File: src/design/nlsw_map.vh
// Register map and field constants for the network link status word bank
`ifndef NLSW_MAP_VH
`define NLSW_MAP_VH

// Register indices (byte address is four times the index)
`define NLSW_IDX_LOCAL_PART 8'h5A
`define NLSW_IDX_NODE_12 8'h5B
`define NLSW_IDX_NODE_34 8'h5C
`define NLSW_IDX_NODE_56 8'h5D
`define NLSW_IDX_TERM 8'h5F
`define NLSW_IDX_ERR 8'hBE
`define NLSW_IDX_POLL_START 8'hBF
`define NLSW_IDX_MAP_LOW 8'hC0
`define NLSW_IDX_MAP_HIGH 8'hC1
`define NLSW_IDX_IRQ_STATUS 8'hD0
`define NLSW_IDX_IRQ_MASK 8'hD1

// Field positions
`define NLSW_BIT_LOCAL_PART 15
`define NLSW_BIT_TERM 11
`define NLSW_BIT_ERR_PARAM 0
`define NLSW_BIT_ERR_TABLE 1
`define NLSW_BIT_ERR_ROUTE 2
`define NLSW_BIT_ERR_NVMEM 7
`define NLSW_BIT_ERR_DUPNODE 9
`define NLSW_BIT_ERR_MISMATCH 10
`define NLSW_BIT_ERR_TXFAULT 11
`define NLSW_BIT_ERR_HWFAULT 12
`define NLSW_BIT_ERR_LOG 15

// Interrupt status bit positions
`define NLSW_IRQ_LINK_CHG 0
`define NLSW_IRQ_ERR_RISE 1
`define NLSW_IRQ_MAP_CHG 2
`define NLSW_IRQ_WIDTH 3

// Reset values
`define NLSW_RST_WORD 16'h0000
`define NLSW_RST_MASK 3'h0

// AHB encodings
`define NLSW_HTRANS_NONSEQ 2'h2
`define NLSW_HTRANS_SEQ 2'h3

`endif

File: src/design/nlsw_status_bank.v
// Network link status word bank with AHB-Lite register slave
//
// Register access over AHB-Lite was decided locally.
`timescale 1ns/100ps
`include "nlsw_map.vh"
module nlsw_status_bank #(
    parameter NODE_CNT = 6
) (
    // Clock, reset, enable
    input wire mclk_in,
    input wire rst_in,
    input wire clk_en_in,
    // AHB-Lite slave
    input wire hsel_in,
    input wire [31:0] haddr_in,
    input wire [1:0] htrans_in,
    input wire hwrite_in,
    input wire [2:0] hsize_in,
    input wire [31:0] hwdata_in,
    input wire hready_in,
    output wire [31:0] hrdata_out,
    output wire hreadyout_out,
    output wire hresp_out,
    // Board state
    input wire link_active_in,
    input wire [8*NODE_CNT-1:0] node_link_status_in,
    input wire term_switch_on_in,
    input wire err_param_in,
    input wire err_table_in,
    input wire err_route_in,
    input wire err_nvmem_in,
    input wire err_dupnode_in,
    input wire err_mismatch_in,
    input wire err_txfault_in,
    input wire err_hwfault_in,
    input wire err_log_nonempty_in,
    input wire [7:0] polling_node_in,
    input wire [7:0] startup_node_in,
    input wire [31:0] participation_map_in,
    // Interrupt
    output wire irq_out
);

// Bus states
localparam [2:0] ST_IDLE = 3'b001;
localparam [2:0] ST_READ = 3'b010;
localparam [2:0] ST_WRITE = 3'b100;
localparam integer WORD_CNT = NODE_CNT / 2;
localparam [2:0] SIZE_WORD = 3'h2;

// Captured status words
reg [15:0] local_part;
reg [15:0] node_word [0:WORD_CNT-1];
reg [15:0] term_word;
reg [15:0] err_word;
reg [15:0] poll_word;
reg [15:0] map_low;
reg [15:0] map_high;

// Interrupt state
reg [`NLSW_IRQ_WIDTH-1:0] irq_status;
reg [`NLSW_IRQ_WIDTH-1:0] irq_mask;
reg irq_q;

// Bus slave state
reg [2:0] bus_state;
reg [7:0] idx_q;
reg [31:0] rdata;

// Next values
reg [2:0] next_bus_state;
reg [15:0] next_local;
reg [15:0] next_term;
reg [15:0] next_err;
reg [15:0] next_poll;
reg [15:0] next_word;
reg [31:0] next_rdata;
reg [`NLSW_IRQ_WIDTH-1:0] next_mask;
reg [`NLSW_IRQ_WIDTH-1:0] next_status;
reg [`NLSW_IRQ_WIDTH-1:0] events;
reg [`NLSW_IRQ_WIDTH-1:0] rd_clear;

// Bus decode
wire take;
wire take_read;
wire take_write;
wire [7:0] idx;
wire rd_phase;
wire wr_phase;
wire mask_hit;
wire status_hit;

assign take = hsel_in && hready_in && htrans_in[1];
assign take_read = take && !hwrite_in;
assign take_write = take && hwrite_in && (hsize_in == SIZE_WORD);
assign idx = haddr_in[9:2];
assign rd_phase = (bus_state == ST_READ);
assign wr_phase = (bus_state == ST_WRITE);
assign mask_hit = (idx_q == `NLSW_IDX_IRQ_MASK);
assign status_hit = (idx_q == `NLSW_IDX_IRQ_STATUS);

// Bus state machine; a new transfer may be taken in any state
always @* begin
    next_bus_state = bus_state;
    case (bus_state)
        ST_IDLE: begin
            if (take_read) begin
                next_bus_state = ST_READ;
            end else if (take_write) begin
                next_bus_state = ST_WRITE;
            end
        end
        ST_READ: begin
            if (take_read) begin
                next_bus_state = ST_READ;
            end else if (take_write) begin
                next_bus_state = ST_WRITE;
            end else if (hready_in) begin
                next_bus_state = ST_IDLE;
            end
        end
        ST_WRITE: begin
            if (take_read) begin
                next_bus_state = ST_READ;
            end else if (take_write) begin
                next_bus_state = ST_WRITE;
            end else if (hready_in) begin
                next_bus_state = ST_IDLE;
            end
        end
        default: begin
            next_bus_state = ST_IDLE;
        end
    endcase
end

// Status word next values
always @* begin
    next_local = `NLSW_RST_WORD;
    next_local[`NLSW_BIT_LOCAL_PART] = link_active_in;
end

always @* begin
    next_term = `NLSW_RST_WORD;
    next_term[`NLSW_BIT_TERM] = term_switch_on_in;
end

always @* begin
    next_err = `NLSW_RST_WORD;
    next_err[`NLSW_BIT_ERR_PARAM] = err_param_in;
    next_err[`NLSW_BIT_ERR_TABLE] = err_table_in;
    next_err[`NLSW_BIT_ERR_ROUTE] = err_route_in;
    next_err[`NLSW_BIT_ERR_NVMEM] = err_nvmem_in;
    next_err[`NLSW_BIT_ERR_DUPNODE] = err_dupnode_in;
    next_err[`NLSW_BIT_ERR_MISMATCH] = err_mismatch_in;
    next_err[`NLSW_BIT_ERR_TXFAULT] = err_txfault_in;
    next_err[`NLSW_BIT_ERR_HWFAULT] = err_hwfault_in;
    next_err[`NLSW_BIT_ERR_LOG] = err_log_nonempty_in;
end

always @* begin
    next_poll = `NLSW_RST_WORD;
    next_poll[7:0] = polling_node_in;
    next_poll[15:8] = startup_node_in;
end

// Interrupt events: link change, any error rising, map change
always @* begin
    events = {`NLSW_IRQ_WIDTH{1'b0}};
    events[`NLSW_IRQ_LINK_CHG] = local_part[`NLSW_BIT_LOCAL_PART] != link_active_in;
    events[`NLSW_IRQ_ERR_RISE] = |(next_err & ~err_word);
    events[`NLSW_IRQ_MAP_CHG] = {map_high, map_low} != participation_map_in;
end

// Only the bits handed to the reader are cleared
always @* begin
    rd_clear = {`NLSW_IRQ_WIDTH{1'b0}};
    if (rd_phase && status_hit) begin
        rd_clear = rdata[`NLSW_IRQ_WIDTH-1:0];
    end
end

// New events win over the read clear
always @* begin
    next_status = (irq_status & ~rd_clear) | events;
end

// Writes only reach the mask; status words ignore them
always @* begin
    next_mask = irq_mask;
    if (wr_phase && mask_hit) begin
        next_mask = hwdata_in[`NLSW_IRQ_WIDTH-1:0];
    end
end

// Read word chosen in the address phase; mask and status forwarded
always @* begin
    next_word = `NLSW_RST_WORD;
    case (idx)
        `NLSW_IDX_LOCAL_PART: begin
            next_word = local_part;
        end
        `NLSW_IDX_NODE_12: begin
            next_word = node_word[0];
        end
        `NLSW_IDX_NODE_34: begin
            next_word = node_word[1];
        end
        `NLSW_IDX_NODE_56: begin
            next_word = node_word[2];
        end
        `NLSW_IDX_TERM: begin
            next_word = term_word;
        end
        `NLSW_IDX_ERR: begin
            next_word = err_word;
        end
        `NLSW_IDX_POLL_START: begin
            next_word = poll_word;
        end
        `NLSW_IDX_MAP_LOW: begin
            next_word = map_low;
        end
        `NLSW_IDX_MAP_HIGH: begin
            next_word = map_high;
        end
        `NLSW_IDX_IRQ_STATUS: begin
            next_word = {13'h0000, next_status};
        end
        `NLSW_IDX_IRQ_MASK: begin
            next_word = {13'h0000, next_mask};
        end
        default: begin
            next_word = `NLSW_RST_WORD;
        end
    endcase
end

always @* begin
    next_rdata = {16'h0000, next_word};
end

// Status word capture, one word per pair of nodes
genvar g;
generate
    for (g = 0; g < WORD_CNT; g = g + 1) begin : g_node
        always @(posedge mclk_in or posedge rst_in) begin
            if (rst_in) begin
                node_word[g] <= `NLSW_RST_WORD;
            end else if (clk_en_in) begin
                node_word[g] <= node_link_status_in[16*g+15:16*g];
            end
        end
    end
endgenerate

always @(posedge mclk_in or posedge rst_in) begin
    if (rst_in) begin
        local_part <= `NLSW_RST_WORD;
    end else if (clk_en_in) begin
        local_part <= next_local;
    end
end

always @(posedge mclk_in or posedge rst_in) begin
    if (rst_in) begin
        term_word <= `NLSW_RST_WORD;
    end else if (clk_en_in) begin
        term_word <= next_term;
    end
end

always @(posedge mclk_in or posedge rst_in) begin
    if (rst_in) begin
        err_word <= `NLSW_RST_WORD;
    end else if (clk_en_in) begin
        err_word <= next_err;
    end
end

always @(posedge mclk_in or posedge rst_in) begin
    if (rst_in) begin
        poll_word <= `NLSW_RST_WORD;
    end else if (clk_en_in) begin
        poll_word <= next_poll;
    end
end

always @(posedge mclk_in or posedge rst_in) begin
    if (rst_in) begin
        map_low <= `NLSW_RST_WORD;
    end else if (clk_en_in) begin
        map_low <= participation_map_in[15:0];
    end
end

always @(posedge mclk_in or posedge rst_in) begin
    if (rst_in) begin
        map_high <= `NLSW_RST_WORD;
    end else if (clk_en_in) begin
        map_high <= participation_map_in[31:16];
    end
end

// Bus slave registers
always @(posedge mclk_in or posedge rst_in) begin
    if (rst_in) begin
        bus_state <= ST_IDLE;
    end else if (clk_en_in) begin
        bus_state <= next_bus_state;
    end
end

always @(posedge mclk_in or posedge rst_in) begin
    if (rst_in) begin
        idx_q <= 8'h00;
    end else if (clk_en_in) begin
        if (take) begin
            idx_q <= idx;
        end
    end
end

// Read data held after its data phase
always @(posedge mclk_in or posedge rst_in) begin
    if (rst_in) begin
        rdata <= 32'h00000000;
    end else if (clk_en_in) begin
        if (take_read) begin
            rdata <= next_rdata;
        end
    end
end

// Interrupt registers
always @(posedge mclk_in or posedge rst_in) begin
    if (rst_in) begin
        irq_status <= `NLSW_RST_MASK;
    end else if (clk_en_in) begin
        irq_status <= next_status;
    end
end

always @(posedge mclk_in or posedge rst_in) begin
    if (rst_in) begin
        irq_mask <= `NLSW_RST_MASK;
    end else if (clk_en_in) begin
        irq_mask <= next_mask;
    end
end

always @(posedge mclk_in or posedge rst_in) begin
    if (rst_in) begin
        irq_q <= 1'b0;
    end else if (clk_en_in) begin
        irq_q <= |(next_status & next_mask);
    end
end

// Outputs; a frozen slave stalls the bus
assign hrdata_out = rdata;
assign hreadyout_out = clk_en_in;
assign hresp_out = 1'b0;
assign irq_out = irq_q;

endmodule

File: config.mk
export PLATFORM = sky130hd
export DESIGN_NAME = nlsw_status_bank
export DESIGN_NICKNAME = d
export VERILOG_FILES = /design/src/design/nlsw_status_bank.v
export VERILOG_INCLUDE_DIRS = /design/src /design/src/design
export SDC_FILE = /design/constraint.sdc
export NUM_CORES = 1
export LEC_CHECK = 0
export BUFFER_PORTS_ARGS = -buffer_cell sky130_fd_sc_hd__buf_2
export CORE_MARGIN = 4
export CORE_UTILIZATION = 52
export CTS_CLUSTER_DIAMETER = 50
export DETAILED_ROUTE_END_ITERATION = 7
export PLACE_DENSITY = 0.81
export SYNTH_ARGS = -nofsm -noshare
export SYNTH_HDL_FRONTEND = slang
export SYNTH_SLANG_ARGS = --single-unit
export TNS_END_PERCENT = 20
File: constraint.sdc
create_clock -name mclk_in -period 4.5 [get_ports mclk_in]
set_input_delay 0.225 -clock mclk_in [delete_from_list [all_inputs] [get_ports mclk_in]]
set_output_delay 0.225 -clock mclk_in [all_outputs]
set_load 0.05 [all_outputs]
=== Word level (Yosys, flattened, before mapping) ===
Index checks and enable logic that the tools add are counted.

* Output and inout port bits: 35
* Word-level logic and storage cells: 65
* Input port bits: 182
* Flip-flop bits (word level): 141

* Equality and inequality tests: 21
* Bitwise operators: 6
* Reductions and logical operators: 14
* Multiplexer cells: 9

{| class="wikitable"
|+ Operators with widths
! operator !! count
|-
| 16-bit one-hot mux with 11 select lines || 1
|-
| 8-bit equality test, second input constant || 8
|-
| 8-bit by 7-bit equality test with 1-bit output, second input constant || 5
|-
| 32-bit inequality test || 1
|-
| 3-bit two-way mux || 7
|-
| 16-bit AND || 1
|-
| 16-bit inverter || 1
|-
| 16-bit OR reduction || 1
|-
| 1-bit logical AND || 7
|-
| 3-bit AND || 2
|-
| 3-bit by 2-bit equality test with 1-bit output, second input constant || 2
|-
| 3-bit one-hot mux with 2 select lines || 1
|-
| 4-bit by 1-bit inequality test with 1-bit output, second input constant || 1
|-
| 2-bit AND reduction || 2
|-
| 3-bit by 1-bit equality test with 1-bit output, second input constant || 1
|-
| 3-bit equality test, second input constant || 1
|-
| 3-bit inequality test, second input constant || 1
|-
| 3-bit inverter || 1
|-
| 3-bit bitwise OR || 1
|-
| 3-bit AND reduction || 1
|-
| 3-bit OR reduction || 1
|-
| 2-bit OR reduction || 1
|-
| 1-bit zero test || 1
|-
| 1-bit inequality test || 1
|}

=== Longest topological paths before layout ===
Gate-level depths: netlist of the first run.

* Depth in word-level cells: 8
* Mapped depth: 8
* Mapped depth without buffers: 5

=== Worst setup path before layout of the first run ===
No wires, ideal clock.

* Path type: input to register
* From: input port haddr_in[4]
* To: register rdata[0], in the netlist hrdata_out[0]
* Required time: 4.416 ns
* Arrival time: 1.823 ns
* Setup time: 0.084 ns
* Stages: 6
* Path slack: 2.593 ns
* Buffers on the path: 1
* Cells stage by stage: buf_4 > or4b_4 > or2_4 > or3_1 > o221a_1 > a41oi_2

* Cells in the longest elaborated chain, start to end: 2
* Elaborated cells between the ends (all ways): 12
* Those cells by class: 11 x eq/ne; 1 x mux

{| class="wikitable"
|+ RTL lines
! element !! line !! source
|-
| start: declaration || nlsw_status_bank.v:15 || <nowiki>input wire [31:0] haddr_in,</nowiki>
|-
| 8-bit equality test / 8-bit by 7-bit equality test with 1-bit output (equally long branches) || nlsw_status_bank.v:199 || <nowiki>case (idx)</nowiki>
|-
| 16-bit one-hot mux with 11 select lines (*) || nlsw_status_bank.v:199 ||
|-
| end signal: assignment || nlsw_status_bank.v:330 || <nowiki>rdata <= next_rdata;</nowiki>
|-
| end: declaration || nlsw_status_bank.v:68 || <nowiki>reg [31:0] rdata;</nowiki>
|}

Every way passes the cells marked *; elsewhere a longest branch is shown, timed or not.
A chain may end at the register's enable or synchronous reset.

=== Worst setup path after layout of the first run ===
* From: register idx_q[1]
* To: register rdata[2], in the netlist hrdata_out[2]

* Cells in the longest elaborated chain, start to end: 7
* Elaborated cells between the ends (all ways): 10
* Those cells by class: 2 x eq/ne; 3 x mux; 3 x bitwise; 2 x reduce/logical

{| class="wikitable"
|+ RTL lines
! element !! line !! source
|-
| start: declaration || nlsw_status_bank.v:67 || <nowiki>reg [7:0] idx_q;</nowiki>
|-
| start signal: assignment || nlsw_status_bank.v:319 || <nowiki>idx_q <= idx;</nowiki>
|-
| 8-bit equality test (no source line) || - ||
|-
| 1-bit logical AND || nlsw_status_bank.v:178 || <nowiki>if (rd_phase && status_hit) begin</nowiki>
|-
| 3-bit two-way mux || nlsw_status_bank.v:178 ||
|-
| 3-bit inverter || nlsw_status_bank.v:185 || <nowiki>next_status = (irq_status & ~rd_clear) | events;</nowiki>
|-
| 3-bit AND || nlsw_status_bank.v:185 ||
|-
| 3-bit bitwise OR || nlsw_status_bank.v:185 ||
|-
| 16-bit one-hot mux with 11 select lines (*) || nlsw_status_bank.v:199 ||
|}

Marks and branches as above.

==> metrics.log, run 1 <==
INFO  metric rsz0062_at_grt = no
INFO  metric use_met3 = 7.93%
INFO  metric placed_area = 7930 um^2
INFO  metric hold_viol_final = 2
INFO  metric yosysMostFrequentCell = sky130_fd_sc_hd__dfrtp_1
INFO  metric ioPinCount = between 200 and 250
INFO  metric numPortBuffers = roughly 150
INFO  metric static-leakage-power = 3.82 nW
INFO  metric clock_tree.htree_level_count = 4
INFO  metric gp_congestion = 0.909
INFO  metric ys_top_cells_by_area = sky130_fd_sc_hd__dfrtp_1 49%, sky130_fd_sc_hd__mux2_2 18%, sky130_fd_sc_hd__xor2_1 4.0%
INFO  metric period_minus_ws_final = 2.14 ns
INFO  metric global_route_wire_length_before_repair = roughly 30 mm
INFO  metric clk_pin_slew = around 0.06 ns
INFO  metric maxSlewViolCount = 0
INFO  metric crit_type = flip-flop to flip-flop
INFO  metric fp.dieW = around 130 um
INFO  metric synth_seq_cells = about 140
INFO  metric rr_endpoint = hrdata_out[2]
INFO  metric die_height = 125 um
INFO  metric grt_max_degree = a little over 100
INFO  metric pwr_density_cell = ~420 nW/um^2
INFO  metric total_wire_length = approximately 19 mm
INFO  metric post-route-period-util = approximately 48%
INFO  metric tritoncts = done
INFO  metric final_nets = around 930
INFO  metric globalRouteTotalUtil = between 20 and 25%
INFO  metric initial_utilization = ~54%
INFO  metric die_area = 15700 um^2
INFO  metric slew-limit-headroom = ~18%
INFO  metric worst_ep_required_time = 4.79 ns
INFO  metric synth_top_area_cell = sky130_fd_sc_hd__dfrtp_1
INFO  metric timing.hold.ws = -0.00666 ns
INFO  metric postSynthAreaPerCell = between 10 and 15 um^2
INFO  metric synth_compound_area_share = between 10% and 20%
INFO  metric cts.sink_count = approximately 140
INFO  metric first_pass_iters = 5
INFO  metric busiest_layer = met2
INFO  metric critical_path_peak_fanout = 6
INFO  metric post-route-drc-count = 0
INFO  metric post_synth_mux_area_share = 20.7%
INFO  metric run_status = finished, violations left
INFO  metric synth_sequential_area_ratio = 49.3%
INFO  metric final_tns_setup = 0 ns
INFO  metric yosys.cell_types.count = 63
INFO  metric drive_above_1_share = 40.7%
INFO  metric place.detailed.hpwl = roughly 14 mm
INFO  metric reg2reg_slack = about 2.4 ns
INFO  metric setup.worst_path.start_class = flip-flop
INFO  metric timing.clock.skew = about 0.0077 ns
INFO  metric timing.max_cap.violations = 0
INFO  metric synth-async-reset-ratio = 100%
INFO  metric coreArea = around 13000 um^2
INFO  metric global_route.overflow_total = 0
INFO  metric rr_startpoint = idx_q[1]
INFO  metric met1_usage = 31.2%
INFO  metric ys_dominant_reg_cell = sky130_fd_sc_hd__dfrtp_1
INFO  metric yosys.area_share.simple = approximately a tenth
INFO  metric growth_of_design_area_from_synthesis_to_finish = 19.7%
INFO  metric xor_xnor_cell_area_share_of_the_yosys_netlist = 4.04%
INFO  metric grt_antenna_before_repair = 2
INFO  metric finish.instance_area = roughly 8600 um^2
INFO  metric fmax = 468 MHz
INFO  metric clk_root_buffer_cell = sky130_fd_sc_hd__clkbuf_16
INFO  metric routed_wire_length_per_instance = about 20 um
INFO  metric grt_util_met2 = between 30 and 40%
INFO  metric r2r_cells = 5
INFO  metric min_path_type = input port to asynchronous set/reset pin
INFO  metric synth_adder_area_share = 0%
INFO  metric post_cts.resized_instances = 0
INFO  metric worst_setup_path_end_kind = flip-flop
INFO  metric yosys-top-cells-count = 140 x sky130_fd_sc_hd__dfrtp_1, 114 x sky130_fd_sc_hd__mux2_2, 33 x sky130_fd_sc_hd__xor2_1
INFO  metric first_global_vias = between 5000 and 6000
INFO  metric cts_buffers = 17
INFO  metric synthesis.instances = just over 600
INFO  metric rows = between 40 and 50
INFO  metric synthDominantCellAreaShare = 49.0%
INFO  metric route.vias.total = 5606
INFO  metric drt-vias-per-instance = 6.00
INFO  metric setup_viol_count_final = 0
INFO  metric ir_drop = between 0.2 and 0.3 mV
INFO  metric ys.warnings.count = 0
INFO  metric violations = negative hold slack
INFO  metric synth_top_family_by_area = multiplexers
INFO  metric ant_nets = 0
INFO  metric drtIter0Drc = between 400 and 500
INFO  metric worstPathArrival = ~2.4 ns
INFO  metric cts_hold_repair.buffers = 0
INFO  metric max-clock-path-buffers = 2
INFO  metric syn-cell-area = just over 7000 um^2
INFO  metric worst-slew-pin-transition = approximately 1.2 ns
INFO  metric clkLatencyLatePin = ~0.43 ns
INFO  metric count_of_buffers_added_by_post_cts_timing_repair_for_setup = 0
INFO  metric number_of_enable_type_register_cells_in_the_synthesized_netlist = 0
-- cell type report --
cell class | count | area (um^2)
clock buffer | 20 | 447
inverter | 20 | 80.1
multi-input combinational | 416 | 3340
timing repair buffer | 149 | 758
clock inverter | 11 | 191
sequential | 141 | 3530
tap | 176 | 220
antenna | 1 | 2.50
fill | 1034 | 4780
-- through the flow --
step | hold WS, ns | total power [mW] | instances | util (%) | setup WS [ns]
after floorplan | 0.346 | 1.92 | 628 | - | 0.495
after global placement | 0.443 | 2.06 | 902 | 59.4 | 2.11
after detailed placement | 0.449 | 2.10 | 902 | 59.4 | 2.08
after CTS | 0.00785 | 3.62 | 933 | 64.2 | 2.37
after global routing | 0.0184 | 3.74 | 934 | 64.2 | 2.16
final | -0.00666 | 3.60 | 934 | 64.2 | 2.36
-- state kept, by name, summed over array words and instances (netlist names) --
register,cells
bus_state,3
err_word,9
hrdata_out,16
idx_q,8
irq_mask,3
irq_out,1
irq_status,3
local_part,1
map_high,16
map_low,16
node_word,48
poll_word,16
term_word,1
-- critical path, cell delays in order (launching register included) --
cell and delay, ns:
sky130_fd_sc_hd__dfrtp_1 0.37, sky130_fd_sc_hd__nor3_1 0.59, sky130_fd_sc_hd__nand3_1 0.25, sky130_fd_sc_hd__mux2_2 0.35, sky130_fd_sc_hd__a221oi_1 0.28, sky130_fd_sc_hd__a41oi_1 0.15
-- cells in the final DEF (no fill, tap or decap), drive strengths merged, types with 5 or more instances in the layout --
cell    netlist  layout
nand2        23      23
mux2i        20      20
clkinv        0       6
nor2         23      23
a31oi        12      12
buf          28     149
conb          1      17
a21oi        18      18
a22oi         5       5
inv          20      20
o22ai         7       7
xor2         33      33
a41oi         5       5
nand3         9       9
nand2b        6       6
nor4         16      16
o21ai        15      15
a221oi        6       6
bufinv        0       5
mux2        114     114
clkbuf       23      20
nor3          8       8
dfrtp       140     140
nand4        12      12
-- power by group --
part	internal [mW]	switching, mW	total, mW
clock network	0.993	0.523	1.52
registers	1.41	0.107	1.52
logic	0.237	0.332	0.569
total	2.64	0.962	3.60
-- how the worst max path moves through the flow --
stage,startpoint,to,cells after the start
floorplan,rst_in,bus_state[1],1
global placement,haddr_in[7],hrdata_out[9],6
detailed placement,haddr_in[7],hrdata_out[9],6
CTS,idx_q[1],hrdata_out[2],5
global route,idx_q[2],hrdata_out[2],5
finish,idx_q[1],hrdata_out[2],5
-- routing by layer --
layer	share of wire, %	vias up
met4	2.5	2
met1	40	2740
li1	-	2510
met2	48	309
met3	9.3	45
met5	0.037	-
-- cell families after synthesis --
family | Yosys count
muxes | 134
and+or+nand+nor | 128
AOI/OAI and AO/OA | 104
DFF | 141
other | 1
xor gates and xnor gates | 33
buffers and inverters | 71
Note: power is estimated with default switching activity, not from simulation.
==> inputs of run 2 (changes only) <==
Settings changed: ABC_AREA set to 1, CORE_UTILIZATION 52 to 47, PLACE_DENSITY 0.81 to 0.77.
Clock period 4.5 ns to 1.7 ns, I/O delays scaled along.
==> metrics.log, run 2 <==
INFO  metric run_status = finished, final reports clean
INFO  metric most_used_cells_in_the_layout_excluding_fill_and_tap_cells = 380 x sky130_fd_sc_hd__nand2_1, 144 x sky130_fd_sc_hd__buf_2, 139 x sky130_fd_sc_hd__dfrtp_1
INFO  metric yosysMostFrequentCell = sky130_fd_sc_hd__nand2_1
INFO  metric max-clock-path-buffers = 2 (unchanged)
INFO  metric timing.max_cap.violations = 0 (unchanged)
INFO  metric ys.warnings.count = 0 (unchanged)
INFO  metric period_minus_ws_final = between 1.5 and 2 ns
INFO  metric ys_dominant_reg_cell = sky130_fd_sc_hd__dfrtp_1
INFO  metric hold_viol_final = 0 (-2)
INFO  metric slew-limit-headroom = 59.6% (+42 points)
INFO  metric hold_depth = 3
INFO  metric post-route-period-util = between 90% and 100%
INFO  metric ioPinCount = 217 (unchanged)
INFO  metric syn-cell-area = 7180 um^2 (+0.33%)
INFO  metric synth-async-reset-ratio = 100% (unchanged)
INFO  metric clock_tree.htree_level_count = 4 (unchanged)
INFO  metric use_met3 = 4.32% (-3.6 points)
INFO  metric cts_buffers = 17 (unchanged)
INFO  metric min_path_type = input port to flip-flop
INFO  metric place.detailed.hpwl = 14.5 mm (+5.9%)
INFO  metric met1_usage = 33.4% (+2.1 points)
INFO  metric grt_antenna_before_repair = 0 (-2)
INFO  metric num_antenna_cells = 0 (-1)
INFO  metric maxSlewViolCount = 0 (unchanged)
INFO  metric ys_top_cells_by_area = sky130_fd_sc_hd__dfrtp_1 49%, sky130_fd_sc_hd__nand2_1 20%, sky130_fd_sc_hd__o21ai_0 6.6%
INFO  metric pwr_density_cell = 933 nW/um^2 (+120%)
INFO  metric drive_above_1_share = 17.7% (-23 points)
INFO  metric globalRouteTotalUtil = 26.2% (+2.0 points)
INFO  metric largest_reg_flops = 48 (unchanged)
INFO  metric total_wire_length = 22.5 mm (+20%)
INFO  metric timing.clock.skew = 0.00648 ns (-0.00125 ns)
INFO  metric placed_area = 8130 um^2 (+2.5%)
INFO  metric setup_viol_count_final = 0 (unchanged)
INFO  metric grt_max_degree = 85 (-17%)
INFO  metric number_of_enable_type_register_cells_in_the_synthesized_netlist = 0 (unchanged)
INFO  metric ir_drop = 0.780 mV (+200%)
INFO  metric finish.instance_area = 9960 um^2 (+16%)
INFO  metric synthesis.instances = 977 (+60%)
INFO  metric fp.dieW = 132 um (+5.0%)
INFO  metric clk_pin_slew = 0.06 ns (about the same)
INFO  metric count_of_buffers_added_by_post_cts_timing_repair_for_setup = 0 (unchanged)
INFO  metric synth_sequential_area_ratio = 49.2% (-0.16 points)
INFO  metric worst_ep_required_time = 2.06 ns (-2.73 ns)
INFO  metric drt-vias-per-instance = 5.02 (-16%)
INFO  metric ant_nets = 0 (unchanged)
INFO  metric first_pass_iters = 5 (unchanged)
INFO  metric hold_start = hwdata_in[2]
INFO  metric worst-slew-pin-transition = 0.606 ns (-0.632 ns)
INFO  metric static-leakage-power = 5.40 nW (+42%)
INFO  metric die_height = 132 um (+5.0%)
INFO  metric die_area = 17300 um^2 (+10%)
INFO  metric clk_root_buffer_cell = sky130_fd_sc_hd__clkbuf_16
INFO  metric post-route-drc-count = 0 (unchanged)
INFO  metric setup.worst_path.start_class = input port
INFO  metric hold_path_endpoint = irq_mask[2]
INFO  metric routed_wire_length_per_instance = 15.7 um (-22%)
INFO  metric tritoncts = done
INFO  metric worstPathArrival = 2.00 ns (-0.43 ns)
INFO  metric r2r_cells = 10 (+5)
INFO  metric gp_congestion = 0.893 (-1.7%)
INFO  metric clkLatencyLatePin = 0.43 ns (about the same)
INFO  metric busiest_layer = met2
INFO  metric reg2reg_slack = 0.09 ns (-2.27 ns)
INFO  metric final_nets = 1421 (+53%)
INFO  metric final_common_cell = sky130_fd_sc_hd__nand2_1
INFO  metric rr_endpoint = hrdata_out[2]
INFO  metric worst_setup_path_end_kind = flip-flop
INFO  metric postSynthAreaPerCell = 7.35 um^2 (-37%)
INFO  metric rsz0062_at_grt = yes
INFO  metric fmax = 608 MHz
INFO  metric coreArea = 14800 um^2 (+11%)
INFO  metric synth_top_area_cell = sky130_fd_sc_hd__dfrtp_1
INFO  metric route.vias.total = 7198 (+28%)
INFO  metric growth_of_design_area_from_synthesis_to_finish = 38.7%
INFO  metric numPortBuffers = 145 (unchanged)
INFO  metric critical_path_peak_fanout = 14 (+8)
INFO  metric global_route_wire_length_before_repair = 36.3 mm (+22%)
INFO  metric rows = 44 (+4.8%)
INFO  metric synth_seq_cells = 141 (unchanged)
INFO  metric drtIter0Drc = 622 (+33%)
INFO  metric registers.top_by_ff_count = node_word
INFO  metric synthDominantCellAreaShare = 48.8% (-0.16 points)
INFO  metric yosys-top-cells-count = 383 x sky130_fd_sc_hd__nand2_1, 140 x sky130_fd_sc_hd__dfrtp_1, 125 x sky130_fd_sc_hd__inv_1
INFO  metric final_tns_setup = 0 ns (unchanged)
INFO  metric initial_utilization = 48.7% (-4.9 points)
INFO  metric global_route.overflow_total = 0 (unchanged)
INFO  metric first_global_vias = 7153 (+26%)
INFO  metric grt_util_met2 = 44.6% (+6.2 points)
INFO  metric crit_type = input port to flip-flop
INFO  metric rr_startpoint = idx_q[2]
INFO  metric yosys.cell_types.count = 32 (-49%)
INFO  metric cts.sink_count = 141 (unchanged)
## run 2: critical path, cell delays in order
cell,delay [ns]
sky130_fd_sc_hd__dlygate4sd3_1,0.54
sky130_fd_sc_hd__buf_2,0.16
sky130_fd_sc_hd__inv_1,0.10
sky130_fd_sc_hd__nand2_1,0.08
sky130_fd_sc_hd__nor3_1,0.22
sky130_fd_sc_hd__nand2_1,0.15
sky130_fd_sc_hd__buf_12,0.18
sky130_fd_sc_hd__o22ai_1,0.23
sky130_fd_sc_hd__a21oi_1,0.08
sky130_fd_sc_hd__nand2_1,0.08
sky130_fd_sc_hd__nand2_1,0.05
sky130_fd_sc_hd__nand2_1,0.06
## run 2: cells by family after synthesis
| family | after synthesis | synth area share, % |
|---|---|---|
| AND/OR/NAND/NOR | 502 | 28.1 |
| flip-flops | 141 | 49.2 |
| buffers and inverters | 179 | 10.6 |
| other | 1 | 0.0522 |
| AO/OA/AOI/OAI | 142 | 10.6 |
| XOR/XNOR | 12 | 1.46 |
## run 2: through the flow
| stage | total power [mW] | setup slack (ns) | utilization, % | std cells | hold slack, ns |
|---|---|---|---|---|---|
| 2_1_floorplan | 4.73 | -0.147 | - | 993 | 0.202 |
| 3_3_place_gp | 5.08 | 0.0574 | 55.1 | 1289 | -0.0130 |
| 3_5_place_dp | 5.13 | 0.0221 | 55.1 | 1289 | -0.0127 |
| 4_1_cts | 9.26 | 0.0180 | 67.1 | 1435 | 0.0228 |
| 5_1_grt | 9.67 | -0.0402 | 67.5 | 1435 | 0.0198 |
| 6_report | 9.29 | 0.0541 | 67.5 | 1435 | 0.00612 |
## run 2: worst max-delay path by stage
stage            startpoint             end  slack (ns)  cells past startpoint
6_report        haddr_in[2]  hrdata_out[14]        0.05                     12
5_1_grt         haddr_in[2]   hrdata_out[0]       -0.04                     14
4_1_cts        bus_state[0]    bus_state[0]        0.02                      9
3_5_place_dp       idx_q[2]   hrdata_out[2]        0.02                     10
3_3_place_gp   bus_state[0]    bus_state[0]        0.06                      9
2_1_floorplan        rst_in    bus_state[1]       -0.15                      1
## run 2: timing repair
item / in CTS / in global routing
pin swaps: 0 / 2
resized for setup: 1 / 20
hold buffers: 115 / 0
endpoints found under the hold margin: 254 / 0
endpoints found under the setup margin: 1 / 21
## run 2: final cells by class
class                      instances  area [um^2]
fill                            1152         4800
timing repair buffer             276         2070
tap                              184          230
clock inverter                     7          135
clock buffer                      24          482
sequential                       141         3530
multi-input combinational        673         3010
inverter                         130          494
## run 2: routing by layer
metal,up-vias,routed length (um)
li1,3518,-
met1,3341,9230
met2,295,11200
met3,44,1450
met4,0,624
met5,-,0
## run 2: report_power, final
part | switching, mW | total, mW | internal (mW)
combinational | 0.908 | 1.51 | 0.599
clock | 1.38 | 3.93 | 2.56
sequential | 0.173 | 3.85 | 3.68
